[src/hw/asr_ctrl_regs.vh]
`ifndef ASR_CTRL_REGS_VH
`define ASR_CTRL_REGS_VH

// memory geometry
`define ASR_ADDR_W            19
`define ASR_DATA_W            8

// clock period in ns (100 MHz)
`define ASR_CLK_NS            10

// device timing figures, in their own units
`define ASR_POWER_UP_WAIT_US  100
`define ASR_READ_CYCLE_NS     10
`define ASR_WRITE_PULSE_NS    7
`define ASR_STROBE_TO_FLOAT_NS 5
`define ASR_WRITE_DATA_SETUP_NS 6

// derived cycle counts: least times round up
`define ASR_POWER_UP_CYC  ((`ASR_POWER_UP_WAIT_US * 1000 + `ASR_CLK_NS - 1) / `ASR_CLK_NS)
`define ASR_READ_CYC      ((`ASR_READ_CYCLE_NS + `ASR_CLK_NS - 1) / `ASR_CLK_NS)
`define ASR_FLOAT_CYC     ((`ASR_STROBE_TO_FLOAT_NS + `ASR_CLK_NS - 1) / `ASR_CLK_NS)
`define ASR_SETUP_CYC     ((`ASR_WRITE_DATA_SETUP_NS + `ASR_CLK_NS - 1) / `ASR_CLK_NS)
`define ASR_WRITE_CYC     ((`ASR_WRITE_PULSE_NS + `ASR_CLK_NS - 1) / `ASR_CLK_NS)

`endif

[src/hw/asr_ctrl.v]
`timescale 1ns/1ps
`include "asr_ctrl_regs.vh"

// Function
// - a write happens whenever select and write strobe are both low, whatever output enable does.
// - with select and output enable low and the strobe high the memory drives the addressed byte.
// - a write ends at whichever of select or strobe rises first.
// - write data is held valid around the rising edge that ends the write.
// - the host waits at least 100 us after power before the first access.
// - a strobe-ended write with output enable low lasts at least float time plus data setup.
// - the host never drives data while the memory may still be driving the lines.
// - a read has its address valid by the fall of select and the strobe high throughout.
module asr_ctrl #(
    parameter ADDR_W    = `ASR_ADDR_W,
    parameter DATA_W    = `ASR_DATA_W,
    parameter POWER_CYC = `ASR_POWER_UP_CYC
) (
    // clock and reset
    input  wire              clock,
    input  wire              rst,
    // user request
    input  wire              reqValid,
    input  wire              reqWrite,
    input  wire [ADDR_W-1:0] reqAddr,
    input  wire [DATA_W-1:0] reqData,
    output reg               reqReady,
    // user answer
    output reg               rspValid,
    output reg  [DATA_W-1:0] rspData,
    // memory pins
    output reg  [ADDR_W-1:0] addressLines,
    output reg               chipSelectN,
    output reg               outEnableN,
    output reg               writeStrobeN,
    input  wire [DATA_W-1:0] dataLinesIn,
    output reg  [DATA_W-1:0] dataLinesOut,
    output reg               dataLinesOeN
);
    // binary state codes
    localparam ST_POWER = 3'h0;
    localparam ST_IDLE  = 3'h1;
    localparam ST_RSET  = 3'h2;
    localparam ST_READ  = 3'h3;
    localparam ST_WSET  = 3'h4;
    localparam ST_WRITE = 3'h5;
    localparam ST_WEND  = 3'h6;

    localparam TW = 16;
    localparam integer  READ_I    = `ASR_READ_CYC;
    localparam [TW-1:0] READ_CYC  = READ_I[TW-1:0];
    // strobe-ended write pulse covers float plus setup and the pulse minimum
    localparam integer WR_A = `ASR_FLOAT_CYC + `ASR_SETUP_CYC;
    localparam integer WR_B = `ASR_WRITE_CYC;
    localparam integer  WR_MAX    = (WR_A > WR_B) ? WR_A : WR_B;
    localparam [TW-1:0] WRITE_CYC = WR_MAX[TW-1:0];
    // timer is 16 bits: a longer power wait needs a wider TW
    localparam integer  POWER_I   = POWER_CYC;
    localparam [TW-1:0] POWER_LD  = POWER_I[TW-1:0];

    reg [2:0]    state_r;
    reg [2:0]    state_nxt;
    reg          timerLoad;
    reg [TW-1:0] timerValue;
    wire         timerDone;
    reg          started_r;

    // one shared timer: power wait, read window and strobe length
    asr_wait_timer #(.W(TW)) timer (
        .clock (clock),
        .rst   (rst),
        .load  (timerLoad),
        .value (timerValue),
        .done  (timerDone)
    );

    // power-up wait load fires once after reset release
    always @(posedge clock or posedge rst) begin
        if (rst) begin
            started_r <= 1'b0;
        end else begin
            started_r <= 1'b1;
        end
    end

    // next state and timer loads
    always @* begin
        state_nxt  = state_r;
        timerLoad  = 1'b0;
        timerValue = {TW{1'b0}};
        case (state_r)
            ST_POWER: begin
                if (!started_r) begin
                    timerLoad  = 1'b1;
                    timerValue = POWER_LD;
                end else if (timerDone) begin
                    state_nxt = ST_IDLE;
                end
            end
            ST_IDLE: begin
                if (reqValid) begin
                    state_nxt = reqWrite ? ST_WSET : ST_RSET;
                end
            end
            ST_RSET: begin
                state_nxt  = ST_READ;
                timerLoad  = 1'b1;
                timerValue = READ_CYC;
            end
            ST_READ: begin
                if (timerDone) begin
                    state_nxt = ST_IDLE;
                end
            end
            ST_WSET: begin
                state_nxt  = ST_WRITE;
                timerLoad  = 1'b1;
                timerValue = WRITE_CYC;
            end
            ST_WRITE: begin
                if (timerDone) begin
                    state_nxt = ST_WEND;
                end
            end
            ST_WEND: begin
                state_nxt = ST_IDLE;
            end
            default: begin
                state_nxt = ST_IDLE;
            end
        endcase
    end

    // every pin registered so no decode glitch reaches the memory
    always @(posedge clock or posedge rst) begin
        if (rst) begin
            state_r      <= ST_POWER;
            reqReady     <= 1'b0;
            rspValid     <= 1'b0;
            rspData      <= {DATA_W{1'b0}};
            addressLines <= {ADDR_W{1'b0}};
            chipSelectN  <= 1'b1;
            outEnableN   <= 1'b1;
            writeStrobeN <= 1'b1;
            dataLinesOut <= {DATA_W{1'b0}};
            dataLinesOeN <= 1'b1;
        end else begin
            state_r  <= state_nxt;
            rspValid <= 1'b0;
            // ready looks one cycle ahead at the next state;
            // a request taken in idle drops it at once
            reqReady <= (state_nxt == ST_IDLE) && (state_r != ST_IDLE || !reqValid);
            case (state_r)
                ST_POWER: begin
                    // pins parked until the supply has settled
                    chipSelectN  <= 1'b1;
                    outEnableN   <= 1'b1;
                    writeStrobeN <= 1'b1;
                    dataLinesOeN <= 1'b1;
                end
                ST_IDLE: begin
                    if (reqValid) begin
                        reqReady     <= 1'b0;
                        // address settles before select falls
                        addressLines <= reqAddr;
                        dataLinesOut <= reqData;
                    end else begin
                        // deselected between accesses: standby power
                        chipSelectN  <= 1'b1;
                        outEnableN   <= 1'b1;
                        writeStrobeN <= 1'b1;
                        dataLinesOeN <= 1'b1;
                    end
                end
                ST_RSET: begin
                    // strobe held high so the window is a pure read
                    chipSelectN  <= 1'b0;
                    outEnableN   <= 1'b0;
                    writeStrobeN <= 1'b1;
                end
                ST_READ: begin
                    if (timerDone) begin
                        rspValid    <= 1'b1;
                        rspData     <= dataLinesIn;
                        chipSelectN <= 1'b1;
                        outEnableN  <= 1'b1;
                    end
                end
                ST_WSET: begin
                    // enable kept high so the memory never drives against us
                    outEnableN   <= 1'b1;
                    chipSelectN  <= 1'b0;
                    writeStrobeN <= 1'b0;
                    dataLinesOeN <= 1'b0;
                end
                ST_WRITE: begin
                    if (timerDone) begin
                        // strobe ends the write; select lifts a cycle later
                        writeStrobeN <= 1'b1;
                    end
                end
                ST_WEND: begin
                    chipSelectN  <= 1'b1;
                    // data held a cycle past the strobe edge: zero hold met
                    dataLinesOeN <= 1'b1;
                end
                default: begin
                    chipSelectN  <= 1'b1;
                    outEnableN   <= 1'b1;
                    writeStrobeN <= 1'b1;
                    dataLinesOeN <= 1'b1;
                end
            endcase
        end
    end
endmodule // asr_ctrl

[src/hw/asr_wait_timer.v]
`timescale 1ns/1ps
// loadable down counter, done while zero
module asr_wait_timer #(
    parameter W = 16
) (
    // clock and reset
    input  wire         clock,
    input  wire         rst,
    // control
    input  wire         load,
    input  wire [W-1:0] value,
    // status
    output wire         done
);
    reg [W-1:0] count_r;

    always @(posedge clock or posedge rst) begin
        if (rst) begin
            count_r <= {W{1'b0}};
        end else if (load) begin
            count_r <= value;
        end else if (count_r != {W{1'b0}}) begin
            count_r <= count_r - {{(W-1){1'b0}}, 1'b1};
        end
    end

    assign done = (count_r == {W{1'b0}});
endmodule // asr_wait_timer

[config.mk]
export PLATFORM = sky130hd
export DESIGN_NAME = asr_ctrl
export DESIGN_NICKNAME = d
export VERILOG_FILES = /design/src/hw/asr_ctrl.v /design/src/hw/asr_wait_timer.v
export VERILOG_INCLUDE_DIRS = /design/src /design/src/hw
export SDC_FILE = /design/constraint.sdc
export NUM_CORES = 1
export LEC_CHECK = 0
export ABC_CLOCK_PERIOD_IN_PS = 2200
export BUFFER_PORTS_ARGS = -buffer_cell sky130_fd_sc_hd__buf_2
export CORE_ASPECT_RATIO = 1.4
export CORE_MARGIN = 10
export CORE_UTILIZATION = 35
export DETAILED_ROUTE_END_ITERATION = 16
export PLACE_DENSITY = 0.62
export RECOVER_POWER = 25
export SYNTH_ARGS = -nofsm -noshare
export SYNTH_HDL_FRONTEND = slang
export SYNTH_SLANG_ARGS = --single-unit
[constraint.sdc]
create_clock -name clock -period 2.2 [get_ports clock]
set_input_delay 0.11 -clock clock [delete_from_list [all_inputs] [get_ports clock]]
set_output_delay 0.11 -clock clock [all_outputs]
set_load 0.005 [all_outputs]
==> flow_summary.toml <==
[outcome]
status = "finished clean"

[logic_synthesis]
yosys.area.top_type = "dfrtp_1"
synthArstFlopShare_pct = 100.0
synthTopCellsByCount = "dfrtp_1, mux2_2, a21oi_1, nand2_1, nor2_1"
synth.net_count = 268
synth_top_cell_area_share_pct = 52.03
synth_edf_count = 0
ys_ff_latch = 61
synth_top_flop_cell = "dfrtp_1"
yosysWarningCount = 0
syn_inst = 227
yosys.area_share.xor_xnor_pct = 0.9585
synth_top_family_by_area = "multiplexers"
synth_compound_area_share_pct = 10.31
ys_types = 45
yosysMostFrequentCell = "dfrtp_1"
synth_mux_area_share_pct = 15.56
synthesis.area_um2 = 2741
synth_seq_area_share_pct = 55.86
netlist_top_cells_area = "dfrtp_1, mux2_2, dfstp_2"
avgSynthCellArea_um2 = 12.08
synth-simple-area-share_pct = 13.56
synth_fa_ha_area_share_pct = 0.9128

[worst_setup_path]
crit_path_start_kind = "register"
crit_type = "register to register"
crit_path_end_kind = "register"
path_max_fanout = 9
worstPathBufferInverterCount = 2
critPathMaxStageDelay_ns = 0.43
cp.required_ns = 2.42
critPathTopFamily = "simple AND/OR/NAND/NOR gates"
crit_arrival_ns = 2.28
cp_slowest_cell = "dfrtp_1"
worstPathCellList = "inv_1, ha_1, nor4b_2, nand4_2, nor3_4, buf_4, mux2_2"

[route]
avgViaCountPerCell = 4.886
remaining_drc_errors = 0
wl_per_cell_um = 15.66
drt-total-wl_mm = 7.124
num_vias = 2223
dr.pass1.iters = 4
drtAntennaViolNets = 0
drt_first_iter_violations = 82

[layout]
drive_gt1_share_pct = 43.66
antenna_cells = 0
utilization_pct = 50.02
n_fill_cell = 730
syn_to_final_growth_pct = 40.53
fin_nets = 391

[power]
design_power_total_w = 0.005219
peakVddDrop_uv = 657.0
p_per_area_nw_per_um2 = 1355
power_leakage_nw = 1.735

[clock_network]
path_clk_slew_ns = 0.07
clock_sinks = 61
clockBufferDepth = 2
cts_setup_buffers = 0
cts_tree = "built"
cts_buffers = 9
clk_latency_ns = 0.33
cts_root_buf = "clkbuf_8"
cts.htree.levels = 3

[hold_path]
hp-class = "input pin to register"

[sta]
finClkSkew_ns = 0.005471
rsz0062_at_grt = "false"
fin_crit_ns = 2.060
hold_viol = 0
max_freq_ghz = 0.4854
worst_slew_pin_slew_ns = 1.478
setup_viol = 0
tns_ns = 0
slew-limit-headroom_pct = 1.435
drv_slew = 0
period_share_pct = 93.64

[global_routing]
grt-ovfl-total = 0
antenna_found_initial = 0
grt_usage_pct = 12.53
grt_pass1_wl_mm = 11.83
grt_max_degree = 62
first_global_vias = 2399

[placement]
dp_hpwl_mm = 4.989
gp_congestion = 0.8324
port_buffers = 79

[die]
io_pins = 80
die_y_um = 124.7
die_area_um2 = 11820
core-area_um2 = 7702
die_w_um = 94.80
start_util_pct = 35.59
row_count = 38

[flow_run]
drv_cap = 0
sequential cells by signal (all words and copies together) (netlist names):
| register | cells |
|---|---|
| state_r | 3 |
| writeStrobeN | 1 |
| chipSelectN | 1 |
| outEnableN | 1 |
| rspData | 8 |
| addressLines | 19 |
| reqReady | 1 |
| rspValid | 1 |
| started_r | 1 |
| dataLinesOut | 8 |
| dataLinesOeN | 1 |
| timer.count_r | 16 |
final cells by class:
| cell class | instances | area, um^2 | area share (%) |
|---|---|---|---|
| repair buffers | 124 | 828.3 | 21.50 |
| well taps | 100 | 125.1 | 3.248 |
| inverters | 6 | 22.52 | 0.5846 |
| clock inverters | 3 | 43.79 | 1.137 |
| multi-input cells | 148 | 1142 | 29.65 |
| clock buffers | 13 | 158.9 | 4.125 |
| flip-flops and latches | 61 | 1531 | 39.75 |
timing repair:
| action | CTS | global route |
|---|---|---|
| setup endpoints to repair | 0 | 1 |
| hold buffers | 33 | 1 |
| gates resized for setup | 0 | 1 |
| endpoints found under the hold margin | 33 | 1 |
path summary, 6_finish.rpt:
check | slack, ns | startpoint | cells past startpoint | end
min in group asynchronous | 0.27 | rst | 3 | addressLines[13]$_DFFE_PP0P_
setup reg to reg | 0.14 | timer.count_r[0]$_DFFE_PP0P_ | 7 | rspData[6]$_DFFE_PP0P_
max in group asynchronous | 1.04 | rst | 3 | timer.count_r[2]$_DFFE_PP0P_
hold reg to reg | 0.50 | outEnableN$_DFFE_PP1P_ | 2 | outEnableN$_DFFE_PP1P_
hold / removal | 0.02 | reqData[1] | 2 | dataLinesOut[1]$_DFFE_PP0P_
setup / recovery | 0.14 | timer.count_r[0]$_DFFE_PP0P_ | 7 | rspData[6]$_DFFE_PP0P_
metal layers:
| layer | track usage, % | routed length, um | vias to the layer above |
|---|---|---|---|
| met5 | 0 | 0 | - |
| met4 | 5.035 | 61 | 0 |
| li1 | - | - | 1083 |
| met1 | 13.33 | 2720 | 1090 |
| met2 | 21.96 | 3966 | 43 |
| met3 | 3.920 | 376 | 7 |
through the flow:
step	instance area [um^2]	setup slack, ns	hold slack [ns]	std cells
2_1_floorplan	2741	0.2117	0.2616	227
5_1_grt	3852	0.06452	0.009353	455
3_5_place_dp	3311	0.07319	0.3441	405
3_3_place_gp	3311	0.1585	0.3419	405
6_report	3852	0.1398	0.02216	455
4_1_cts	3844	0.07814	0.0009828	454
cells by family (layout without fill, tap and decap cells):
| kind of cell | count (synthesis) | after routing |
|---|---|---|
| simple gates | 58 | 58 |
| xor+xnor | 3 | 3 |
| compound gates | 46 | 46 |
| mux | 38 | 38 |
| flops | 61 | 61 |
| other cells | 1 | 1 |
| fa+ha+maj | 2 | 2 |
| buf+inv | 18 | 146 |
power breakdown:
| group | switching (W) | internal, W | leakage, nW |
|---|---|---|---|
| clock | 0.000430 | 0.000586 | 0.104 |
| combinational | 0.00102 | 0.00113 | 0.896 |
| sequential | 0.000403 | 0.00166 | 0.736 |
cells in the final DEF (no fill, tap or decap), types with 3 or more instances in the layout:
cell           Yosys  final
o31ai_1            5      5
nand2_1           11     11
buf_4              0      9
nand2b_1           5      5
or4_1              3      3
clkbuf_8           0     11
a21oi_1           18     18
nand3_1            5      5
dlygate4sd3_1      0     34
buf_2              5     79
a31oi_1            4      4
inv_1              6      6
dfrtp_1           57     57
o21ai_0            8      8
nor2_1            10     10
xor2_1             3      3
mux2_2            37     37
dfstp_2            4      4
Note: power is estimated with default switching activity, not from simulation.
